File: config.mk
export PLATFORM = sky130hd
export DESIGN_NAME = ircg_top
export DESIGN_NICKNAME = d
export VERILOG_FILES = /design/src/verilog/ircg_pkg.sv /design/src/verilog/ircg_frame_sync.sv /design/src/verilog/ircg_out_gate.sv /design/src/verilog/ircg_top.sv
export SDC_FILE = /design/constraint.sdc
export NUM_CORES = 1
export LEC_CHECK = 0
export BUFFER_PORTS_ARGS = -buffer_cell sky130_fd_sc_hd__buf_2
export CAP_MARGIN = 20
export CORE_ASPECT_RATIO = 1.25
export CORE_UTILIZATION = 30
export CTS_CLUSTER_DIAMETER = 40
export DETAILED_ROUTE_END_ITERATION = 10
export GPL_TIMING_DRIVEN = 0
export PLACE_DENSITY_LB_ADDON = 0.12
export SETUP_SLACK_MARGIN = 0.05
export SLEW_MARGIN = 20
export SYNTH_ARGS = -nofsm -noshare
export SYNTH_HDL_FRONTEND = slang
export SYNTH_HIERARCHICAL = 1
export SYNTH_SLANG_ARGS = --single-unit
export TNS_END_PERCENT = 1
File: constraint.sdc
create_clock -name clk -period 2.1 [get_ports clk]
set_clock_uncertainty 0.2 [all_clocks]
set_input_delay 0.315 -clock clk [delete_from_list [all_inputs] [get_ports clk]]
set_output_delay 0.315 -clock clk [all_outputs]
set_load 0.01 [all_outputs]
File: src/verilog/ircg_pkg.sv
// Shared constants, types and register map of the infrared carrier generator
// Behaviour
// - Counting starts on the count clock when the enable bit is written to 1.
// - The first compare after enabling uses the low-width compare value.
// - Low-width match: pulse interrupt, invert carrier, clear counter, select high width.
// - High-width match: pulse interrupt, invert carrier, clear counter, select low width.
// - Carrier period is N+M+2 count clocks, high part M+1 count clocks.
// - At start the carrier stays at its default level until the first match.
// - Frame timer interrupt is synchronised into an internal frame event, not an interrupt.
// - Each frame event copies the gate buffer bit into the active gate bit.
// - While the active gate bit is high and remote output enable is 1 the carrier drives the output pin.
// - With the active gate bit low the output pin is low, except high-width protection.
// - Once gated on, the carrier reaches the pin from its next rising edge only.
// - Gated off while carrier high, the pin stays high until the carrier falls.
// - High-width writes while counting wait for a match at least three clocks later.
// - Once applied, the new high width governs all following high-width matches.
// - Clearing the enable bit stops counting.
// - Remote output enable 1 lets the gated carrier out; buffer selects per frame.
// - Remote enable 0: pin follows gate bit as a level; enable 1, gate 0: low. The pin is held low while counting is stopped.
// - Active gate bit is read-only; gate buffer bit is read/write.
// - Buffer to active copy happens on the second clock after the frame event rises.
`default_nettype none
package ircg_pkg;
  // Register offsets on the plain register port
  localparam logic [2:0] IRCG_OFF_MODE = 3'h0;
  localparam logic [2:0] IRCG_OFF_LOW = 3'h1;
  localparam logic [2:0] IRCG_OFF_HIGH = 3'h2;
  localparam logic [2:0] IRCG_OFF_CTRL = 3'h3;
  localparam logic [2:0] IRCG_OFF_STAT = 3'h4;
  localparam logic [2:0] IRCG_OFF_CNT = 3'h5;
  // Field positions
  localparam int IRCG_MODE_EN_BIT = 7;
  localparam int IRCG_CTRL_ACTIVE_BIT = 0;
  localparam int IRCG_CTRL_BUFFER_BIT = 1;
  localparam int IRCG_CTRL_REMOTE_BIT = 2;
  localparam int IRCG_STAT_CARRIER_BIT = 0;
  localparam int IRCG_STAT_SEL_BIT = 1;
  localparam int IRCG_STAT_PEND_BIT = 2;
  localparam int IRCG_STAT_PIN_BIT = 3;
  // Values after reset
  localparam logic [7:0] IRCG_RST_COMPARE = 8'hff;
  localparam logic [7:0] IRCG_RST_COUNT = 8'h00;
  localparam logic [7:0] IRCG_READ_ZERO = 8'h00;
  // Cycle counts
  localparam logic [1:0] IRCG_HIGH_SETTLE = 2'h3;
  localparam logic [7:0] IRCG_COUNT_STEP = 8'h01;
  localparam logic [1:0] IRCG_AGE_STEP = 2'h1;

  // Which compare register the counter is matched against
  typedef enum logic {
    IRCG_CMP_LOW,
    IRCG_CMP_HIGH
  } ircg_sel_t;

  // Carrier control register fields
  typedef struct packed {
    logic remote_output_enable;
    logic carrier_gate_buffer;
    logic carrier_gate_active;
  } ircg_ctrl_t;
endpackage
`default_nettype wire

File: src/verilog/ircg_frame_sync.sv
// Frame timer interrupt synchroniser and gate transfer strobe
`default_nettype none
module ircg_frame_sync
  import ircg_pkg::*;
(
  input wire logic clk,
  input wire logic rst_b,
  input wire logic frame_timer_irq,
  output logic synced_frame_event,
  output logic gate_transfer
);
  logic sync_1;
  logic sync_2;
  logic event_prev;
  logic xfer;
  logic rise;
  logic next_xfer;

  // Rising edge of the synchronised event, taken from the second stage only
  always_comb begin
    rise = sync_2 & ~event_prev;
    next_xfer = rise;
  end

  // Two-stage synchroniser, then one more stage so the copy lands on the second clock
  always_ff @(posedge clk or negedge rst_b) begin
    if (!rst_b) begin
      sync_1 <= 1'b0;
      sync_2 <= 1'b0;
      event_prev <= 1'b0;
      xfer <= 1'b0;
    end else begin
      sync_1 <= frame_timer_irq;
      sync_2 <= sync_1;
      event_prev <= sync_2;
      xfer <= next_xfer;
    end
  end

  assign synced_frame_event = sync_2;
  assign gate_transfer = xfer;

  chk_xfer_after_rise: assert property (@(posedge clk) disable iff (!rst_b)
    $rose(sync_2) |=> gate_transfer ##1 !gate_transfer)
    else $error("gate transfer strobe not one cycle after event rise");
endmodule
`default_nettype wire

File: src/verilog/ircg_out_gate.sv
// Output gating of the carrier onto the carrier output pin
`default_nettype none
module ircg_out_gate
  import ircg_pkg::*;
(
  input wire logic clk,
  input wire logic rst_b,
  input wire logic count_enable,
  input wire logic carrier,
  input wire logic gate_active,
  input wire logic remote_output_enable,
  output logic carrier_output_pin
);
  logic carrier_prev;
  logic pass;
  logic pin;
  logic next_pass;
  logic next_pin;

  // Pass opens only on a carrier rising edge and closes only while carrier is low or counting stops,
  // so no pulse is cut short or started midway except when the count enable is cleared
  always_comb begin
    next_pass = pass;
    if (!count_enable) begin
      next_pass = 1'b0;
    end else if (gate_active && carrier && !carrier_prev) begin
      next_pass = 1'b1;
    end else if (!gate_active && !carrier) begin
      next_pass = 1'b0;
    end
    if (!count_enable) begin
      next_pin = 1'b0;
    end else if (remote_output_enable) begin
      next_pin = next_pass & carrier;
    end else begin
      next_pin = gate_active;
    end
  end

  always_ff @(posedge clk or negedge rst_b) begin
    if (!rst_b) begin
      carrier_prev <= 1'b0;
      pass <= 1'b0;
      pin <= 1'b0;
    end else begin
      carrier_prev <= carrier;
      pass <= next_pass;
      pin <= next_pin;
    end
  end

  assign carrier_output_pin = pin;

  chk_pin_follows_carrier: assert property (@(posedge clk) disable iff (!rst_b)
    count_enable && remote_output_enable && !carrier |=> !carrier_output_pin)
    else $error("pin high while carrier low in remote mode");
  chk_high_width_kept: assert property (@(posedge clk) disable iff (!rst_b)
    count_enable && remote_output_enable && pass && carrier
    |=> carrier_output_pin)
    else $error("gated carrier pulse cut short");
  chk_gate_off_low: assert property (@(posedge clk) disable iff (!rst_b)
    count_enable && remote_output_enable && !gate_active && !pass
    |=> !carrier_output_pin)
    else $error("pin high with gate closed");
endmodule
`default_nettype wire

File: src/verilog/ircg_top.sv
// Infrared carrier generator: count logic, compare switching and registers
`default_nettype none
module ircg_top
  import ircg_pkg::*;
(
  input wire logic clk,
  input wire logic rst_b,
  input wire logic [2:0] reg_addr,
  input wire logic [7:0] reg_wdata,
  input wire logic reg_wr,
  input wire logic reg_rd,
  output logic [7:0] reg_rdata,
  input wire logic frame_timer_irq,
  output logic compare_match_irq,
  output logic carrier_output_pin
);
  // Software-visible state
  logic carrier_count_enable;
  logic [7:0] low_width_compare;
  logic [7:0] high_width_compare;
  logic [7:0] high_width_latch;
  ircg_ctrl_t carrier_control_reg;
  logic [7:0] rdata;

  // Count state
  logic started;
  logic [7:0] count;
  ircg_sel_t sel;
  logic carrier;
  logic irq;
  logic high_pending;
  logic [1:0] high_age;

  // Next values
  logic next_enable;
  logic [7:0] next_low;
  logic [7:0] next_high;
  logic [7:0] next_latch;
  ircg_ctrl_t next_ctrl;
  logic [7:0] next_rdata;
  logic next_started;
  logic [7:0] next_count;
  ircg_sel_t next_sel;
  logic next_carrier;
  logic next_irq;
  logic next_pending;
  logic [1:0] next_age;

  // Derived
  logic synced_frame_event;
  logic gate_transfer;
  logic counting;
  logic [7:0] compare_value;
  logic match;
  logic high_apply;
  logic wr_mode;
  logic wr_low;
  logic wr_high;
  logic wr_ctrl;

  // Frame event synchroniser and copy strobe
  ircg_frame_sync u_sync (
    .clk(clk),
    .rst_b(rst_b),
    .frame_timer_irq(frame_timer_irq),
    .synced_frame_event(synced_frame_event),
    .gate_transfer(gate_transfer)
  );

  // Pin gating
  ircg_out_gate u_gate (
    .clk(clk),
    .rst_b(rst_b),
    .count_enable(carrier_count_enable),
    .carrier(carrier),
    .gate_active(carrier_control_reg.carrier_gate_active),
    .remote_output_enable(carrier_control_reg.remote_output_enable),
    .carrier_output_pin(carrier_output_pin)
  );

  // Write decode
  always_comb begin
    wr_mode = reg_wr && (reg_addr == IRCG_OFF_MODE);
    wr_low = reg_wr && (reg_addr == IRCG_OFF_LOW);
    wr_high = reg_wr && (reg_addr == IRCG_OFF_HIGH);
    wr_ctrl = reg_wr && (reg_addr == IRCG_OFF_CTRL);
  end

  // Compare selection and match; the first enabled clock is masked, not counted
  always_comb begin
    counting = carrier_count_enable && started;
    if (sel == IRCG_CMP_HIGH) begin
      compare_value = high_width_compare;
    end else begin
      compare_value = low_width_compare;
    end
    match = counting && (count == compare_value);
    high_apply = match && (sel == IRCG_CMP_HIGH) && high_pending
      && (high_age == IRCG_HIGH_SETTLE);
  end

  // Counter, compare select and carrier level
  always_comb begin
    next_started = carrier_count_enable;
    next_count = count;
    next_sel = sel;
    next_carrier = carrier;
    next_irq = 1'b0;
    if (!carrier_count_enable) begin
      next_count = IRCG_RST_COUNT;
      next_sel = IRCG_CMP_LOW;
      next_carrier = 1'b0;
    end else if (match) begin
      // Clearing on both matches gives N+1 low and M+1 high clocks
      next_count = IRCG_RST_COUNT;
      next_carrier = ~carrier;
      next_irq = 1'b1;
      if (sel == IRCG_CMP_LOW) begin
        next_sel = IRCG_CMP_HIGH;
      end else begin
        next_sel = IRCG_CMP_LOW;
      end
    end else if (counting) begin
      next_count = count + IRCG_COUNT_STEP;
    end
  end

  always_ff @(posedge clk or negedge rst_b) begin
    if (!rst_b) begin
      started <= 1'b0;
      count <= IRCG_RST_COUNT;
      sel <= IRCG_CMP_LOW;
      carrier <= 1'b0;
      irq <= 1'b0;
    end else begin
      started <= next_started;
      count <= next_count;
      sel <= next_sel;
      carrier <= next_carrier;
      irq <= next_irq;
    end
  end

  // Software registers; a write during counting only latches the high width,
  // a new write restarts the settle count so the freshest value is the one applied
  always_comb begin
    next_enable = carrier_count_enable;
    next_low = low_width_compare;
    next_high = high_width_compare;
    next_latch = high_width_latch;
    next_pending = high_pending;
    next_age = high_age;
    next_ctrl = carrier_control_reg;
    if (wr_mode) begin
      next_enable = reg_wdata[IRCG_MODE_EN_BIT];
    end
    if (wr_low) begin
      next_low = reg_wdata;
    end
    if (high_pending && (high_age != IRCG_HIGH_SETTLE)) begin
      next_age = high_age + IRCG_AGE_STEP;
    end
    if (high_apply) begin
      next_high = high_width_latch;
      next_pending = 1'b0;
    end
    if (!carrier_count_enable) begin
      next_pending = 1'b0;
    end
    if (wr_high) begin
      next_latch = reg_wdata;
      if (carrier_count_enable) begin
        next_pending = 1'b1;
        next_age = 2'h0;
      end else begin
        next_high = reg_wdata;
        next_pending = 1'b0;
      end
    end
    if (wr_ctrl) begin
      next_ctrl.carrier_gate_buffer = reg_wdata[IRCG_CTRL_BUFFER_BIT];
      next_ctrl.remote_output_enable = reg_wdata[IRCG_CTRL_REMOTE_BIT];
    end
    // Copy uses the buffer value held before any write in this same cycle
    if (gate_transfer) begin
      next_ctrl.carrier_gate_active = carrier_control_reg.carrier_gate_buffer;
    end
  end

  always_ff @(posedge clk or negedge rst_b) begin
    if (!rst_b) begin
      carrier_count_enable <= 1'b0;
      low_width_compare <= IRCG_RST_COMPARE;
      high_width_compare <= IRCG_RST_COMPARE;
      high_width_latch <= IRCG_RST_COMPARE;
      high_pending <= 1'b0;
      high_age <= 2'h0;
      carrier_control_reg <= '0;
    end else begin
      carrier_count_enable <= next_enable;
      low_width_compare <= next_low;
      high_width_compare <= next_high;
      high_width_latch <= next_latch;
      high_pending <= next_pending;
      high_age <= next_age;
      carrier_control_reg <= next_ctrl;
    end
  end

  // Read mux; data stand only in the cycle after the strobe, unmapped reads zero
  always_comb begin
    next_rdata = IRCG_READ_ZERO;
    if (reg_rd) begin
      unique case (reg_addr)
        IRCG_OFF_MODE: next_rdata[IRCG_MODE_EN_BIT] = carrier_count_enable;
        IRCG_OFF_LOW: next_rdata = low_width_compare;
        IRCG_OFF_HIGH: next_rdata = high_width_latch;
        IRCG_OFF_CTRL: begin
          next_rdata[IRCG_CTRL_ACTIVE_BIT] = carrier_control_reg.carrier_gate_active;
          next_rdata[IRCG_CTRL_BUFFER_BIT] = carrier_control_reg.carrier_gate_buffer;
          next_rdata[IRCG_CTRL_REMOTE_BIT] = carrier_control_reg.remote_output_enable;
        end
        IRCG_OFF_STAT: begin
          next_rdata[IRCG_STAT_CARRIER_BIT] = carrier;
          next_rdata[IRCG_STAT_SEL_BIT] = (sel == IRCG_CMP_HIGH);
          next_rdata[IRCG_STAT_PEND_BIT] = high_pending;
          next_rdata[IRCG_STAT_PIN_BIT] = carrier_output_pin;
        end
        IRCG_OFF_CNT: next_rdata = count;
        default: next_rdata = IRCG_READ_ZERO;
      endcase
    end
  end

  always_ff @(posedge clk or negedge rst_b) begin
    if (!rst_b) begin
      rdata <= IRCG_READ_ZERO;
    end else begin
      rdata <= next_rdata;
    end
  end

  assign reg_rdata = rdata;
  assign compare_match_irq = irq;

  // Checks on the count logic, the high width apply and the gate copy
  chk_match_clears_count: assert property (@(posedge clk) disable iff (!rst_b)
    match |=> (count == IRCG_RST_COUNT) && compare_match_irq)
    else $error("match did not clear counter and pulse interrupt");
  chk_match_inverts: assert property (@(posedge clk) disable iff (!rst_b)
    match && carrier_count_enable |=> carrier != $past(carrier))
    else $error("carrier not inverted on match");
  chk_low_then_high: assert property (@(posedge clk) disable iff (!rst_b)
    match && sel == IRCG_CMP_LOW |=> sel == IRCG_CMP_HIGH && carrier)
    else $error("low match did not switch to high width");
  chk_start_default: assert property (@(posedge clk) disable iff (!rst_b)
    $rose(carrier_count_enable) |-> !carrier && sel == IRCG_CMP_LOW
    ##1 count == IRCG_RST_COUNT)
    else $error("start did not begin low with masked clock");
  chk_stop_holds: assert property (@(posedge clk) disable iff (!rst_b)
    !carrier_count_enable |=> !carrier && count == IRCG_RST_COUNT
    && !compare_match_irq)
    else $error("stopped timer still running");
  chk_early_no_apply: assert property (@(posedge clk) disable iff (!rst_b)
    match && sel == IRCG_CMP_HIGH && high_pending && high_age != IRCG_HIGH_SETTLE
    && !wr_high |=> high_width_compare == $past(high_width_compare))
    else $error("high width applied before three clocks");
  chk_late_apply: assert property (@(posedge clk) disable iff (!rst_b)
    high_apply |=> high_width_compare == $past(high_width_latch))
    else $error("latched high width not applied");
  chk_gate_copy: assert property (@(posedge clk) disable iff (!rst_b)
    gate_transfer |=> carrier_control_reg.carrier_gate_active
    == $past(carrier_control_reg.carrier_gate_buffer))
    else $error("gate buffer not copied on frame event");

  // Compare switching, stepping and the masked first clock
  chk_high_then_low: assert property (@(posedge clk) disable iff (!rst_b)
    match && sel == IRCG_CMP_HIGH |=> sel == IRCG_CMP_LOW && !carrier)
    else $error("high match did not switch to low width");
  chk_count_steps: assert property (@(posedge clk) disable iff (!rst_b)
    counting && !match |=> count == $past(count) + IRCG_COUNT_STEP)
    else $error("counter did not step by one");
  chk_first_masked: assert property (@(posedge clk) disable iff (!rst_b)
    $rose(carrier_count_enable) ##1 carrier_count_enable |=> count == IRCG_COUNT_STEP)
    else $error("first enabled clock was counted");
  // Legal compare values are never zero, so two matches are never adjacent
  chk_irq_one_pulse: assert property (@(posedge clk) disable iff (!rst_b)
    compare_match_irq |=> !compare_match_irq)
    else $error("compare interrupt longer than one cycle");

  // The frame event only moves the gate bit; it never raises the interrupt
  chk_irq_only_match: assert property (@(posedge clk) disable iff (!rst_b)
    !match |=> !compare_match_irq)
    else $error("interrupt without a compare match");
  chk_event_to_copy: assert property (@(posedge clk) disable iff (!rst_b)
    $rose(synced_frame_event) |=> gate_transfer
    ##1 carrier_control_reg.carrier_gate_active
    == $past(carrier_control_reg.carrier_gate_buffer))
    else $error("gate copy not on second clock after frame event");

  // Stopping parks the count logic and the pin; a pending high width is dropped, so a restart
  // needs a fresh write of the high width
  chk_stop_sel_low: assert property (@(posedge clk) disable iff (!rst_b)
    !carrier_count_enable |=> sel == IRCG_CMP_LOW)
    else $error("stopped timer not back on low width");
  chk_stop_pending: assert property (@(posedge clk) disable iff (!rst_b)
    !carrier_count_enable |=> !high_pending)
    else $error("pending high width kept over stop");
  chk_stop_pin_low: assert property (@(posedge clk) disable iff (!rst_b)
    !carrier_count_enable |=> !carrier_output_pin)
    else $error("pin high while stopped");

  // High width writes: direct while stopped, latched and aged while counting
  chk_stopped_load: assert property (@(posedge clk) disable iff (!rst_b)
    wr_high && !carrier_count_enable |=> high_width_compare == high_width_latch
    && !high_pending)
    else $error("stopped high width write not loaded");
  chk_run_write_latched: assert property (@(posedge clk) disable iff (!rst_b)
    wr_high && carrier_count_enable && !high_apply
    |=> high_pending && high_width_compare == $past(high_width_compare))
    else $error("running high width write not latched");
  chk_age_counts: assert property (@(posedge clk) disable iff (!rst_b)
    high_pending && high_age != IRCG_HIGH_SETTLE && !wr_high
    |=> high_age == $past(high_age) + IRCG_AGE_STEP)
    else $error("high width age did not advance");
  chk_apply_clears: assert property (@(posedge clk) disable iff (!rst_b)
    high_apply && !wr_high |=> !high_pending)
    else $error("pending flag kept after apply");

  // Register port and level mode
  chk_active_read_only: assert property (@(posedge clk) disable iff (!rst_b)
    wr_ctrl && !gate_transfer |=> carrier_control_reg.carrier_gate_active
    == $past(carrier_control_reg.carrier_gate_active))
    else $error("software write changed active gate bit");
  chk_level_mode: assert property (@(posedge clk) disable iff (!rst_b)
    carrier_count_enable && !carrier_control_reg.remote_output_enable
    |=> carrier_output_pin == $past(carrier_control_reg.carrier_gate_active))
    else $error("level mode pin does not follow gate bit");
  chk_rdata_idle_zero: assert property (@(posedge clk) disable iff (!rst_b)
    !reg_rd |=> reg_rdata == IRCG_READ_ZERO)
    else $error("read data not zero outside a read");
  chk_read_count: assert property (@(posedge clk) disable iff (!rst_b)
    reg_rd && reg_addr == IRCG_OFF_CNT |=> reg_rdata == $past(count))
    else $error("counter read returned wrong value");
  chk_read_high_latch: assert property (@(posedge clk) disable iff (!rst_b)
    reg_rd && reg_addr == IRCG_OFF_HIGH |=> reg_rdata == $past(high_width_latch))
    else $error("high width read returned wrong value");
endmodule
`default_nettype wire
; Word-level counts from Yosys, hierarchy flattened
; Index checks and enable logic that the tools add are counted.
[totals]
output_inout_bits = 10
inputBits = 16
register_bits = 58
[op_classes]
reduce_logical = 17
add_sub_neg = 2
n_eq_ne = 11
n_mux = 31
bitwise_logic = 4
[ops]
columns = operator, count
row1 = 8-bit two-way mux, 8
row2 = 1-bit two-way mux, 16
row3 = 3-bit one-hot mux with 5 select lines, 1
row4 = 1-bit logical AND, 13
row5 = 3-bit one-hot mux with 3 select lines, 1
row6 = 8-bit by 1-bit adder with 8-bit output (second input constant), 1
row7 = 8-bit == test, 1
row8 = 1-bit one-hot mux with 4 select lines, 2
row9 = 3-bit by 2-bit == test with 1-bit output (second input constant), 2
row10 = 3-bit == test (second input constant), 2
row11 = 2-bit two-way mux, 3
row12 = 3-bit by 1-bit inequality test with 1-bit output (second input constant), 2
row13 = 3-bit by 1-bit == test with 1-bit output (second input constant), 1
row14 = 1-bit zero test, 3
row15 = 3-bit zero test, 1
row16 = 2-bit by 1-bit adder with 2-bit output (second input constant), 1
row17 = 1-bit bitwise AND, 2
row18 = 2-bit == test (second input constant), 1
row19 = 2-bit by 1-bit inequality test with 1-bit output (second input constant), 1
row20 = 2-bit inequality test (second input constant), 1
row21 = 1-bit NOT, 2

; Logic depth before layout (Yosys ltp)
[depth]
word_depth = 9
mapped_depth = 7
ltp_nobuf = 5

; Cells and area by module
; Netlist, hierarchy kept.
[by_module_without_submodules]
columns = mod, cells_per_inst, n_inst, area_per_inst_um2
row1 = ircg_top, 216, 1, 2563.7
row2 = ircg_out_gate, 11, 1, 125.1
row3 = ircg_frame_sync, 5, 1, 113.9

; Worst setup path before layout
; No wires, ideal clock.
[synth_timing]
path_type = register to register
start = register sel
end = register high_width_compare[0]
path_buffers = 1
slack_ns = 0.009
stages_incl_launch_ff = 7
setup_time_ns = 0.082
t_arrival_ns = 1.809
path_cell_list = dfrtp_1 buf_6 mux2i_1 xor2_1 nand4_2 nor3_4 mux2_2
[synth_between]
elab_chain_cells = 9
[synth_rtl]
columns = item, line
row1 = from (decl), ircg_top.sv:28  ; ircg_sel_t sel;
row2 = from (signal assigned), ircg_top.sv:138  ; sel <= next_sel;
row3 = 8-bit two-way mux, ircg_top.sv:92  ; if (sel == IRCG_CMP_HIGH) begin
row4 = 8-bit == test, ircg_top.sv:97  ; match = counting && (count == compare_value);
row5 = 1-bit logical AND, ircg_top.sv:97
row6 = 1-bit logical AND (*) (2 in a row), ircg_top.sv:98  ; high_apply = match && (sel == IRCG_CMP_HIGH) && high_pending
row7 = 1-bit logical AND (*), ircg_top.sv:99  ; && (high_age == IRCG_HIGH_SETTLE);
row8 = 8-bit two-way mux (*), ircg_top.sv:163  ; if (high_apply) begin
row9 = 8-bit two-way mux, ircg_top.sv:172  ; if (carrier_count_enable) begin
row10 = 8-bit two-way mux (*), ircg_top.sv:170  ; if (wr_high) begin
row11 = named net next_high[0], ircg_top.sv:37  ; logic [7:0] next_high;
row12 = to (signal assigned), ircg_top.sv:202  ; high_width_compare <= next_high;
row13 = to (decl), ircg_top.sv:20  ; logic [7:0] high_width_compare;
; Mark *: on every way through the listed nets, which the timed path passes. The rest lies on a longest branch.
; A chain may end at the register's enable or synchronous reset.

; Worst setup path in the final report
; Ends and elaborated chain as after synthesis.

==> metrics.cfg <==
[cts]
cts_buffers = 9
cts.path.max_buffers = 2
clk_pin_slew_ps = 50
cts_max_level = 3
insertion_delay_ps = 330
root_buffer = clkbuf_16
clkSinkCount = 58
cts_tree = done

[setup_path]
start_kind = register
critPathMaxStageDelay_ps = 420
path_class = register to register
cp_slowest_cell = dfrtp_2
crit_path_end_kind = register
crit_arrival_ps = 2340
cp.required_ps = 2150
reg2reg_from = sel
crit_path_cell_trace = buf_8 -> mux2i_2 -> xor2_1 -> nand4_1 -> nor3_4 -> buf_12 -> mux2_2
startpoint = sel
crit_fanout = 9

[die]
num_rows = 39
io_pins = 26
die_h_um = 110
start_util_pct = 30.7
dieArea_um2 = 9740
design.core.area_um2 = 9130
die-width_um = 88.5

[power]
power_frac_clock_pct = 40.8
power_density_nw_per_um2 = 1020
p_int_w = 0.00265
p_leak_nw = 1.51
p_sw_w = 0.000915
p_seq_share_pct = 43.3
p_sw_share_pct = 25.6
ir_worst_vdd_mv = 0.402
pwr-share-comb_pct = 15.9

[final_layout]
area_growth_pct = 25.2
mostFrequentLayoutCells = mux2_2 (35), dfrtp_1 (33), buf_2 (27), dfstp_2 (24)
final_layout_size_suffix_gt1_share_pct = 44.1
post-route-util_pct = 38.5
final_common_cell = mux2_2
nFillCells = 899
insertedDiodeCount = 0
final_nets = 293

[timing]
hold_viol_final = 0
final.min_clock_period_ps = 2290
rsz0062_at_grt = yes
setup_tns_ps = -1810
timing.fmax_mhz = 438
fin_ws_ps = -185
worstMarginPinSlew_ps = 756
setup_viol = 17
finalMaxSlewViolations = 0
timing.final.crit_share_pct = 109
relSlewSlack_pct = 49.6

[detailed_routing]
vias = 1845
wl_per_cell_um = 16.2
drt_iter0_drc = 108
ant_nets = 0
drt-vias-per-instance = 4.59
postRouteWirelength_um = 6510
drc = 0
drt_pre_antenna_iters = 4

[min_path]
min_path_type = primary input to register
worstHoldStart = reg_wdata[4]

[global_route]
grt_pass1_vias = 1942
grt_pass1_wl_um = 10600
grt_max_degree = 59
antenna_found_initial = 0
grt-ovfl-total = 0
grtUsageTotal_pct = 15.0

[synth]
yosys.area_share.xor_xnor_pct = 4.38
synth_top_family_by_area = multiplexers
synth-adder-area-share_pct = 1.34
seq_area_frac_synth_pct = 52.9
syn-num-nets = 251
synthesis.area_um2 = 2800
async_flop_share_pct = 100
avgSynthCellArea_um2 = 12.1
synth_seq_cells = 58
synth_cells = 232
ys_warn_count = 6
synthDistinctLibCells = 38
ys.flop_type = dfrtp_1
synth-simple-area-share_pct = 11.2
synth_compound_area_share_pct = 7.41
muxShareOfSynthArea_pct = 20.1
synth_edf_count = 0

[outcome]
failed_checks = negative setup slack
status = finished, violations left

[job]
max_cap_viol_count = 0

[place]
place.detailed.hpwl_um = 4370
io_buffers = 24
routabilityCongestion = 0.751

==> cell type report <==
class	count	area (um^2)	area share, %
tap	123	154	4.39
inverter	7	26.3	0.749
clock inverter	1	5.00	0.143
sequential	58	1480	42.2
buffer	9	55.1	1.57
timing repair buffer	31	210	5.99
clock buffer	15	298	8.48
multi-input combinational	158	1280	36.4
==> worst max-delay path: cells and delay by family (launching register included) <==
| family | cells | cell delay (ps) |
|---|---|---|
| xor+xnor | 1 | 220 |
| buf+inv | 2 | 310 |
| flops | 1 | 420 |
| mux | 2 | 560 |
| simple gates | 2 | 490 |
==> cells in the mapped netlist, types with 2 or more instances <==
| cell type | n | share of area [%] |
|---|---|---|
| mux2_2 | 35 | 14 |
| dfrtp_1 | 34 | 30 |
| dfstp_2 | 24 | 22 |
| mux2i_1 | 17 | 6.1 |
| nand2_1 | 13 | 1.7 |
| nor2_1 | 13 | 1.7 |
| o21ai_0 | 11 | 2.0 |
| xor2_1 | 10 | 3.1 |
| a21oi_1 | 7 | 1.2 |
| and2_1 | 7 | 1.6 |
| inv_1 | 7 | 0.94 |
| nand3_1 | 6 | 1.1 |
| a22oi_1 | 4 | 1.1 |
| buf_2 | 4 | 0.71 |
| nor2b_1 | 4 | 0.89 |
| xnor2_1 | 4 | 1.2 |
| a221oi_1 | 3 | 0.94 |
| clkbuf_1 | 3 | 0.40 |
| ha_1 | 3 | 1.3 |
| nand2b_1 | 3 | 0.67 |
| nor3b_1 | 2 | 0.54 |
| o2111ai_1 | 2 | 0.63 |
==> power by group through the flow <==
stage | Combinational [W] | Clock (W) | Sequential (W)
floorplan | 0.000401 | 0 | 0.00151
global placement | 0.000534 | 0 | 0.00155
detailed placement | 0.000544 | 0 | 0.00155
CTS | 0.000562 | 0.00148 | 0.00154
global route | 0.000640 | 0.00153 | 0.00158
finish | 0.000568 | 0.00146 | 0.00154
==> through the flow <==
| step | instance area, um^2 | cells | total power (W) | hold slack, ps | setup WS (ps) |
|---|---|---|---|---|---|
| 2_1_floorplan | 2800 | 232 | 0.00191 | -181 | 29.6 |
| 3_3_place_gp | 3080 | 379 | 0.00208 | 135 | -486 |
| 3_5_place_dp | 3080 | 379 | 0.00210 | 140 | -476 |
| 4_1_cts | 3450 | 400 | 0.00358 | 45.9 | -218 |
| 5_1_grt | 3510 | 402 | 0.00375 | 53.4 | -283 |
| 6_report | 3510 | 402 | 0.00357 | 50.4 | -185 |
==> path summary, 6_finish.rpt <==
| kind | end | slack (ps) | depth (start not counted) |
|---|---|---|---|
| max in group asynchronous | sel | 750 | 2 |
| min | high_width_latch[4] | 50 | 2 |
| max reg2reg | high_width_compare[0] | -190 | 7 |
| min reg2reg | u_sync/synced_frame_event | 150 | 0 |
| min in group asynchronous | reg_rdata[6] | 390 | 2 |
| max | high_width_compare[0] | -190 | 7 |
==> timing repair <==
| action | CTS | global route |
|---|---|---|
| endpoints found under the setup margin | 18 | 35 |
| hold buffers | 2 | 0 |
| pin swaps | 3 | 4 |
| setup buffers | 3 | 1 |
| hold endpoints to repair | 35 | 0 |
| gates resized for setup | 4 | 7 |
| cloned | 0 | 1 |
==> per-layer routing <==
layer,GRT usage [%],share of wire (%)
met1,19.6,47
met5,0,0
met3,4.10,3.5
met2,23.2,48
met4,6.57,1.4
==> kinds of logic (layout without fill, tap and decap cells) <==
| group | Yosys count | in the layout |
|---|---|---|
| flops | 58 | 58 |
| xor+xnor | 14 | 14 |
| fa+ha+maj | 3 | 3 |
| buf+inv | 16 | 63 |
| compound gates | 32 | 32 |
| simple gates | 57 | 57 |
| mux | 52 | 52 |
No activity file was read; power rests on OpenSTA's default activity.
